--- config.mk ---
export PLATFORM = sky130hd
export DESIGN_NAME = ppi_regs
export DESIGN_NICKNAME = d
export VERILOG_FILES = /design/src/logic/ppi_pkg.sv /design/src/logic/ppi_regs.sv
export SDC_FILE = /design/constraint.sdc
export NUM_CORES = 1
export LEC_CHECK = 0
export BUFFER_PORTS_ARGS = -buffer_cell sky130_fd_sc_hd__buf_2
export CAP_MARGIN = 20
export CELL_PAD_IN_SITES_DETAIL_PLACEMENT = 0
export CELL_PAD_IN_SITES_GLOBAL_PLACEMENT = 1
export CORE_MARGIN = 10
export CORE_UTILIZATION = 33
export CTS_CLUSTER_DIAMETER = 30
export CTS_CLUSTER_SIZE = 40
export DETAILED_ROUTE_END_ITERATION = 7
export PLACE_DENSITY_LB_ADDON = 0.08
export REMOVE_ABC_BUFFERS = 1
export SLEW_MARGIN = 20
export SYNTH_ARGS = -nofsm -noshare
export SYNTH_HDL_FRONTEND = slang
export SYNTH_SLANG_ARGS = --single-unit
--- constraint.sdc ---
create_clock -name clk_sys -period 1.4 [get_ports clk_sys]
set_input_delay 0.14 -clock clk_sys [delete_from_list [all_inputs] [get_ports clk_sys]]
set_output_delay 0.14 -clock clk_sys [all_outputs]
set_load 0.05 [all_outputs]
--- src/logic/ppi_pkg.sv ---
/*
  constants for the parity fault injection and power management capability block.
  assumes byte-wide configuration accesses at the byte offsets below, bus clock only.
*/
// What this block does
// - bit 7 globally disables injection, resets one
// - disabled injection bits still stored and readable
// - bit 2: wrong parity on target read data
// - bit 1: report data parity error once
// - bit 0: report target address parity error once
// - capability identifier always reads 01h
// - next capability pointer always reads 00h
// - wake event support field reads zero
// - light and deep idle support read zero
// - init-required bit read-only, reset zero
// - aux power and wake clock bits zero
// - power spec revision field reads one
// - registers accessible any time by configuration
package ppi_pkg;

  ////////////////////////////////////////////////////////////////////////////
  // register byte offsets in configuration space
  localparam logic [7:0] OFS_INJECT   = 8'h43;
  localparam logic [7:0] OFS_CAP_IDENT_VALUE   = 8'hdc;
  localparam logic [7:0] OFS_CAP_NEXT = 8'hdd;
  localparam logic [7:0] OFS_CAP_LO   = 8'hde;
  localparam logic [7:0] OFS_CAP_HI   = 8'hdf;

  ////////////////////////////////////////////////////////////////////////////
  // injection register fields
  localparam int BIT_GLOBAL_DIS  = 7;
  localparam int BIT_TRIG_OFF    = 6;
  localparam int BIT_MST_ADDR    = 4;
  localparam int BIT_MST_WRITE   = 3;
  localparam int BIT_TGT_READ    = 2;
  localparam int BIT_DATA_REPORT = 1;
  localparam int BIT_TGT_ADDR    = 0;
  localparam logic [7:0] INJECT_RESET = 8'h80;
  localparam logic [7:0] INJECT_WMASK = 8'hdf;  // bit 5 reserved

  ////////////////////////////////////////////////////////////////////////////
  // capability values
  localparam logic [7:0]  CAP_IDENT_VALUE = 8'h01;
  localparam logic [7:0]  CAP_LIST_LINK   = 8'h00;
  localparam logic [4:0]  WAKE_STATE_MASK = 5'h00;
  localparam logic        DEEP_IDLE_B_CAP = 1'b0;
  localparam logic        LIGHT_IDLE_CAP  = 1'b0;
  localparam logic        INIT_REQUIRED   = 1'b0;
  localparam logic        AUX_POWER_CAP   = 1'b0;
  localparam logic        WAKE_NEEDS_CLK  = 1'b0;
  localparam logic [2:0]  POWER_SPEC_REV  = 3'h1;
  localparam logic [15:0] CAP_WORD = {WAKE_STATE_MASK, DEEP_IDLE_B_CAP, LIGHT_IDLE_CAP,
                                      3'h0, INIT_REQUIRED, AUX_POWER_CAP, WAKE_NEEDS_CLK,
                                      POWER_SPEC_REV};
  localparam logic [7:0]  READ_UNMAPPED = 8'h00;

endpackage : ppi_pkg

--- src/logic/ppi_regs.sv ---
/*
  parity fault injection register, pad trigger control and power management
  capability bytes, reached by byte-wide configuration accesses.
  assumes the bus engine on the same clock gives one-cycle phase strobes and the
  correctly computed parity of the phase; parity is driven out one clock later.
*/
module ppi_regs (
  // clock and reset
  input  wire logic       clk_sys,
  input  wire logic       rst_b,
  // configuration access
  input  wire logic       cfg_req,
  input  wire logic       cfg_we,
  input  wire logic [7:0] cfg_addr,
  input  wire logic [7:0] cfg_wdata,
  output logic      [7:0] cfg_rdata_r,
  output logic            cfg_ack_r,
  // bus phase strobes from the bus engine
  input  wire logic       mst_addr_phase,
  input  wire logic       mst_wr_xfer,
  input  wire logic       tgt_rd_xfer,
  input  wire logic       mst_rd_xfer,
  input  wire logic       tgt_wr_xfer,
  input  wire logic       tgt_addr_hit,
  input  wire logic       par_calc,
  // fault outputs
  output logic            par_drive_r,
  output logic            perr_report_r,
  output logic            serr_report_r,
  // pad control
  output logic            precise_trigger_off_r
);

  ////////////////////////////////////////////////////////////////////////////
  // decode and injection terms
  logic [7:0] inject_r;
  logic       wr_inject;
  logic       inj_en;
  logic       hit_mst_addr;
  logic       hit_mst_write;
  logic       hit_tgt_read;
  logic       hit_data_rep;
  logic       hit_tgt_addr;
  logic [7:0] clear_mask;
  logic [7:0] read_nxt;

  // config write to the injection byte, possible at any time
  assign wr_inject = cfg_req & cfg_we & (cfg_addr == ppi_pkg::OFS_INJECT);
  assign inj_en    = ~inject_r[ppi_pkg::BIT_GLOBAL_DIS];

  // armed bit meets its matching phase
  assign hit_mst_addr  = inj_en & inject_r[ppi_pkg::BIT_MST_ADDR] & mst_addr_phase;
  assign hit_mst_write = inj_en & inject_r[ppi_pkg::BIT_MST_WRITE] & mst_wr_xfer;
  assign hit_tgt_read  = inj_en & inject_r[ppi_pkg::BIT_TGT_READ] & tgt_rd_xfer;
  assign hit_data_rep  = inj_en & inject_r[ppi_pkg::BIT_DATA_REPORT]
                         & (mst_rd_xfer | tgt_wr_xfer);
  assign hit_tgt_addr  = inj_en & inject_r[ppi_pkg::BIT_TGT_ADDR] & tgt_addr_hit;

  // self-clear of each fired bit
  always_comb begin
    clear_mask = 8'h00;
    clear_mask[ppi_pkg::BIT_MST_ADDR]    = hit_mst_addr;
    clear_mask[ppi_pkg::BIT_MST_WRITE]   = hit_mst_write;
    clear_mask[ppi_pkg::BIT_TGT_READ]    = hit_tgt_read;
    clear_mask[ppi_pkg::BIT_DATA_REPORT] = hit_data_rep;
    clear_mask[ppi_pkg::BIT_TGT_ADDR]    = hit_tgt_addr;
  end

  ////////////////////////////////////////////////////////////////////////////
  // injection register: a software write wins over a self-clear
  always_ff @(posedge clk_sys or negedge rst_b) begin
    if (!rst_b) begin
      inject_r <= ppi_pkg::INJECT_RESET;
    end else if (wr_inject) begin
      inject_r <= cfg_wdata & ppi_pkg::INJECT_WMASK;
    end else begin
      inject_r <= inject_r & ~clear_mask;
    end
  end

  // pad trigger control follows bit 6
  always_ff @(posedge clk_sys or negedge rst_b) begin
    if (!rst_b) begin
      precise_trigger_off_r <= 1'b0;
    end else if (wr_inject) begin
      precise_trigger_off_r <= cfg_wdata[ppi_pkg::BIT_TRIG_OFF];
    end
  end

  ////////////////////////////////////////////////////////////////////////////
  // parity drive: correct parity, inverted when a master address, master write or target read fault fires
  always_ff @(posedge clk_sys or negedge rst_b) begin
    if (!rst_b) begin
      par_drive_r <= 1'b0;
    end else begin
      par_drive_r <= par_calc ^ (hit_mst_addr | hit_mst_write | hit_tgt_read);
    end
  end

  // data parity error report, one-cycle pulse
  always_ff @(posedge clk_sys or negedge rst_b) begin
    if (!rst_b) begin
      perr_report_r <= 1'b0;
    end else begin
      perr_report_r <= hit_data_rep;
    end
  end

  // address parity error report on system error, one-cycle pulse
  always_ff @(posedge clk_sys or negedge rst_b) begin
    if (!rst_b) begin
      serr_report_r <= 1'b0;
    end else begin
      serr_report_r <= hit_tgt_addr;
    end
  end

  ////////////////////////////////////////////////////////////////////////////
  // read data mux
  always_comb begin
    case (cfg_addr)
      ppi_pkg::OFS_INJECT:   read_nxt = inject_r;
      ppi_pkg::OFS_CAP_IDENT_VALUE:   read_nxt = ppi_pkg::CAP_IDENT_VALUE;
      ppi_pkg::OFS_CAP_NEXT: read_nxt = ppi_pkg::CAP_LIST_LINK;
      ppi_pkg::OFS_CAP_LO:   read_nxt = ppi_pkg::CAP_WORD[7:0];
      ppi_pkg::OFS_CAP_HI:   read_nxt = ppi_pkg::CAP_WORD[15:8];
      default:               read_nxt = ppi_pkg::READ_UNMAPPED;
    endcase
  end

  // answer every access one clock after it is taken
  always_ff @(posedge clk_sys or negedge rst_b) begin
    if (!rst_b) begin
      cfg_ack_r   <= 1'b0;
      cfg_rdata_r <= 8'h00;
    end else begin
      cfg_ack_r <= cfg_req;
      if (cfg_req && !cfg_we) begin
        cfg_rdata_r <= read_nxt;
      end
    end
  end
endmodule // ppi_regs

==> impl_metrics.toml, run 1 <==
[place]
place_area_um2 = 1095
place_congestion = 0.6449
place_ws_ps = -191.5
hpwlAfterDp_um = 1635
io_buffers = 38

[grt]
grt_start_max_net_pins = 21
grt.total_usage_pct = 8.391
grt_pass1_wl_um = 3491
antenna_found_initial = 0
grt_pass1_vias = 772
overflow = 0

[worst_setup_path]
crit_arrival_ps = 1500
worstReg2RegEnd = "inject_r[0]"
crit_end = "inject_r[0]"
reg2regPathDepth = 3
crit_required_ps = 1590
cpPeakStageDelay_ps = 520
cp-start-kind = "input port"
crit_chain = "dlygate4sd3_1 -> buf_2 -> nand2_1 -> nor3_4 -> mux2_2"
crit-reg2reg-launch = "inject_r[7]"
rrSetupSlack_ps = 290
cp_max_fo = 5
crit_path_top_delay_cell = "dlygate4sd3_1"
end_kind = "register"
crit_type = "in2reg"
startpoint = "cfg_req"

[floorplan]
dieArea_um2 = 4967
fp.dieH_um = 70.48
die_x_um = 70.48
core_um2 = 2455
rows = 18
start_util_pct = 34.25
ios = 40

[power_and_ir_drop]
power_mw = 1.069
ir_drop_mv = 0.6502
power.density_nw_per_um2 = 918.4
leakage_nw = 0.6363

[routing]
vias = 690
dr.pass1.iters = 4
routedWlPerCell_um = 14.33
ant_nets = 0
via_per_inst = 4.792
drt_wl_total_um = 2064
remaining_drc_errors = 0
drt_iter0_drc = 15

[yosys]
synth_area_leaders = "dfrtp_1, a22o_1, mux2_2"
synthMuxAreaShare_pct = 10.12
synth_top_area_share_pct = 56.55
syn_inst = 66
synth-xor-area-share_pct = 1.042
synth.avg_cell_area_um2 = 12.74
synth-simple-area-share_pct = 14.29
synth_top_family_by_area = "simple AND/OR/NAND/NOR gates"
synthAdderAreaFrac_pct = 0
synth-seq-cells = 20
synth-seq-area-share_pct = 59.67
synth_compound_area_share_pct = 10.86
synth_area_um2 = 840.8
yosysUniqueCellTypes = 23
synth_area_leader_cell = "dfrtp_1"
yosysWarnings = 0

[sta]
max_freq_mhz = 769.0
timing.final.crit_share_pct = 92.88
skew_ps = 0.9803
tightestPinTransition_ps = 442.9
fin_setup_tns_ps = 0
finalHoldViolations = 0
maxSlewViolCount = 0
post-route-min-period_ps = 1300
whs_ps = 60.79
setup_viol = 0
maxSlewHeadroom_pct = 70.47
worst_slack_ps = 99.65

[status]
outcome = "completed"

[worst_hold_path]
min-delay-path-class = "in2reg"

[cells_and_area]
final_area_um2 = 1164
fill_cells = 248
final_common_cell = "buf_2"
layout_common_cells = "buf_2, dfrtp_1, inv_1, a22o_1"
antenna_cells = 0
area_delta_synth_final_pct = 38.39
nets = 142
drive_above_1_share_pct = 47.37

[cts]
clk_path_buf_depth = 2
cts_tree = "done"
insertion_delay_ps = 300
clockRootBuffer = "clkbuf_4"
cts_sinks = 20
clkTransAtPathRegs_ps = 110
htreeDepth = 1
cts_made_buffers = 3

[flow_run]
drv_cap = 0
-- kinds of logic after synthesis --
logic type | count (synthesis)
AND/OR/NAND/NOR | 16
AO/OA/AOI/OAI | 12
multiplexers | 8
buffers and inverters | 9
XOR/XNOR | 1
flip-flops | 20
-- how the worst min path moves through the flow --
stage                       from              to  slack, ps  depth (start not counted)
CTS                 cfg_wdata[3]     inject_r[3]         50                          3
finish              cfg_wdata[2]     inject_r[2]         60                          3
detailed placement         rst_b  cfg_rdata_r[5]        110                          1
global placement           rst_b  cfg_rdata_r[5]        110                          1
global route        cfg_wdata[0]     inject_r[0]         50                          2
floorplan                  rst_b       cfg_ack_r       -160                          0
-- stage by stage --
step | instances | utilization [%]
floorplan | 65 | -
detailed placement | 137 | 44.60
finish | 144 | 47.40
global placement | 137 | 44.60
global route | 144 | 47.40
CTS | 144 | 47.30
-- state kept, by name, indices dropped and copies added (netlist names) --
signal and flops:
cfg_rdata_r 8, serr_report_r 1, precise_trigger_off_r 1, perr_report_r 1
cfg_ack_r 1, par_drive_r 1, inject_r 7
-- power by group --
group | internal [mW] | switching [mW]
registers | 0.591 | 0.00612
logic | 0.0562 | 0.0784
clock network | 0.159 | 0.178
total | 0.806 | 0.263
-- routing by layer --
| metal | track usage (%) | vias up | wire (um) |
|---|---|---|---|
| met5 | 0 | - | 0 |
| met4 | 2.632 | 0 | 4 |
| met3 | 2.966 | 2 | 136 |
| met2 | 14.47 | 17 | 1072 |
| met1 | 9.314 | 342 | 850 |
| li1 | - | 329 | - |
-- area by class of cell --
cell class                      instances  area (um^2)  share of cell area (%)
Sequential cell                        20        501.7                   43.12
Multi-Input combinational cell         37        307.8                   26.45
Inverter                                8        30.03                   2.581
Tap cell                               30        37.54                   3.226
Clock buffer                            4        36.28                   3.118
Timing Repair Buffer                   45        250.2                   21.51
-- cell usage after synthesis --
| master | count |
|---|---|
| dfstp_2 | 1 |
| nor3b_1 | 1 |
| nor4bb_1 | 1 |
| nand4bb_1 | 1 |
| nor3_4 | 1 |
| nand4b_1 | 1 |
| mux2i_1 | 4 |
| o21ai_0 | 4 |
| dfrtp_1 | 19 |
| nand2b_1 | 2 |
| xor2_1 | 1 |
| a22o_1 | 6 |
| mux2_2 | 4 |
| or4b_4 | 1 |
| nor2_1 | 3 |
| a222oi_1 | 1 |
| nand2_1 | 1 |
| and3b_1 | 1 |
| inv_1 | 8 |
| clkbuf_1 | 1 |
| and2_1 | 1 |
| nor3_1 | 2 |
| o31a_1 | 1 |
-- critical path: cells and delay by family --
kind,cells,cell delay [ps]
and+or+nand+nor,2,340
buffers and inverters,2,640
muxes,1,370
-- timing repair --
item                                    in CTS  in global routing
setup buffers                                0                  0
hold buffers                                 3                  0
hold endpoints to repair                    21                  0
endpoints found under the setup margin       0                  6
resized for setup                            0                  1
(Power assumes the default switching activity.)
==> run 2: changes to the inputs <==
--- a/config.mk
+++ b/config.mk
@@ -9,7 +9,6 @@
 export CAP_MARGIN = 20
 export CELL_PAD_IN_SITES_DETAIL_PLACEMENT = 0
 export CELL_PAD_IN_SITES_GLOBAL_PLACEMENT = 1
-export CORE_MARGIN = 10
 export CORE_UTILIZATION = 33
 export CTS_CLUSTER_DIAMETER = 30
 export CTS_CLUSTER_SIZE = 40
==> run 2 against run 1 <==
  * Flip-flop and latch count stayed put
  * Clock power is 40% higher
  * Critical path type unchanged
  * Sequential share of layout area is 0.59 points lower
  * Die area is 45% lower
  * Sequential power hardly changed
  * Largest cell class unchanged
==> impl_metrics.toml, run 2 (same netlist as run 1, synthesis figures left out) <==
[floorplan]
core_um2 = 2297
die_x_um = 52.48
dieArea_um2 = 2754
rows = 17
ios = 40
start_util_pct = 36.60
fp.dieH_um = 52.48

[grt]
antenna_found_initial = 0
grt_start_max_net_pins = 21
grt.total_usage_pct = 15.05
grt_pass1_wl_um = 2870
grt_pass1_vias = 659
overflow = 0

[worst_setup_path]
crit_arrival_ps = 1520
cp-start-kind = "input port"
rrSetupSlack_ps = 290
crit_required_ps = 1600
crit-reg2reg-launch = "inject_r[7]"
crit_path_top_delay_cell = "dlygate4sd3_1"
cp_max_fo = 10
end_kind = "register"
reg2regPathDepth = 3
critPathBufInv = 3
crit_chain = "dlygate4sd3_1 -> buf_2 -> nand2b_1 -> nor3_1 -> buf_4 -> a22o_1"
crit_type = "in2reg"
worstReg2RegEnd = "inject_r[0]"
cpPeakStageDelay_ps = 530
crit_family = "buffers and inverters"

[routing]
drt_wl_total_um = 1683
routedWlPerCell_um = 11.77
vias = 679
remaining_drc_errors = 0
via_per_inst = 4.748
drt_iter0_drc = 12
ant_nets = 0
dr.pass1.iters = 4

[sta]
finalHoldViolations = 0
skew_ps = 5.497
rsz0062_at_grt = "false"
setup_viol = 0
fin_setup_tns_ps = 0
post-route-min-period_ps = 1320
max_freq_mhz = 757.7
timing.final.crit_share_pct = 94.27
maxSlewViolCount = 0
maxSlewHeadroom_pct = 71.00
tightestPinTransition_ps = 435.0
whs_ps = 20.05

[cells_and_area]
area_delta_synth_final_pct = 40.33
final_common_cell = "buf_2"
regMostFlops = "cfg_rdata_r"
final_area_um2 = 1180
fill_cells = 234
reg_top3 = "cfg_rdata_r x8, inject_r x7"
largest_register_ffs = 8
layout_common_cells = "buf_2, dfrtp_1, inv_1, a22o_1, buf_4"
nets = 143
antenna_cells = 0
drive_above_1_share_pct = 47.83

[cts]
cts_sinks = 20
clkTransAtPathRegs_ps = 110
cts_made_buffers = 3
htreeDepth = 1
insertion_delay_ps = 300
cts_tree = "done"
clockRootBuffer = "clkbuf_4"
clk_path_buf_depth = 2
cts_resized = 0

[place]
io_buffers = 38
place_area_um2 = 1107
hpwlAfterDp_um = 1299
place_congestion = 0.7002

[power_and_ir_drop]
ir_drop_mv = 0.5957
leakage_nw = 0.6491
power_mw = 1.200
power.density_nw_per_um2 = 1017

[worst_hold_path]
min-delay-path-class = "in2reg"
whs_path_depth = 2
hold-path-endpoint = "par_drive_r"
hp-start = "par_calc"

[flow_run]
drv_cap = 0

[status]
outcome = "completed"
-- run 2: cell count changes in the layout (fill, tap and decap cells not counted) --
cell           before  now
clkbuf_8            1    0
nand2b_1            1    2
nand2b_2            1    0
buf_4               4    6
bufinv_16           0    1
dlygate4sd3_1       3    2
-- run 2: worst max-delay path by stage --
stage                                        to  cells past startpoint        start  slack [ps]
final                            cfg_rdata_r[6]                      6      cfg_req          80
after global routing             cfg_rdata_r[6]                      6      cfg_req          10
after CTS                        cfg_rdata_r[6]                      6      cfg_req          70
after detailed placement            inject_r[0]                      4  cfg_addr[5]        -220
after global placement    precise_trigger_off_r                      4  cfg_addr[5]        -190
after floorplan                     inject_r[0]                      3  cfg_addr[5]        -150
-- run 2: final cells by class --
class | instances | area (um^2) | area share [%]
Sequential cell | 20 | 501.7 | 42.52
Inverter | 8 | 30.03 | 2.545
Timing Repair Buffer | 46 | 255.2 | 21.63
Clock buffer | 3 | 22.52 | 1.909
Tap cell | 28 | 35.03 | 2.969
Clock inverter | 1 | 30.03 | 2.545
Multi-Input combinational cell | 37 | 305.3 | 25.87
-- run 2: metrics by stage --
| stage | instances | setup slack (ps) | util, % |
|---|---|---|---|
| 2_1_floorplan | 65 | -145.5 | - |
| 3_3_place_gp | 137 | -188.3 | 48.20 |
| 3_5_place_dp | 137 | -216.4 | 48.20 |
| 4_1_cts | 143 | 66.26 | 51.36 |
| 5_1_grt | 143 | 10.60 | 51.36 |
| 6_report | 143 | 80.23 | 51.36 |
-- run 2: where the power goes --
group          leakage [nW]  switching [mW]  internal [mW]  total [mW]
clock network        0.0279           0.182          0.289       0.471
registers             0.269         0.00631          0.591       0.598
logic                 0.353          0.0764         0.0555       0.132
total                 0.649           0.264          0.936        1.20
-- run 2: repair_timing --
| item | CTS | global route |
|---|---|---|
| endpoints found under the hold margin | 20 | 0 |
| hold buffers | 2 | 0 |
| buffers inserted | 0 | 0 |
-- run 2: layer usage --
layer / vias up / global-route usage, % / share of wire (%)
li1: 334 / - / -
met1: 326 / 19.05 / 45
met2: 17 / 24.26 / 50
met3: 2 / 3.478 / 4.2
met4: 0 / 6.579 / 0.77
met5: - / 0 / 0
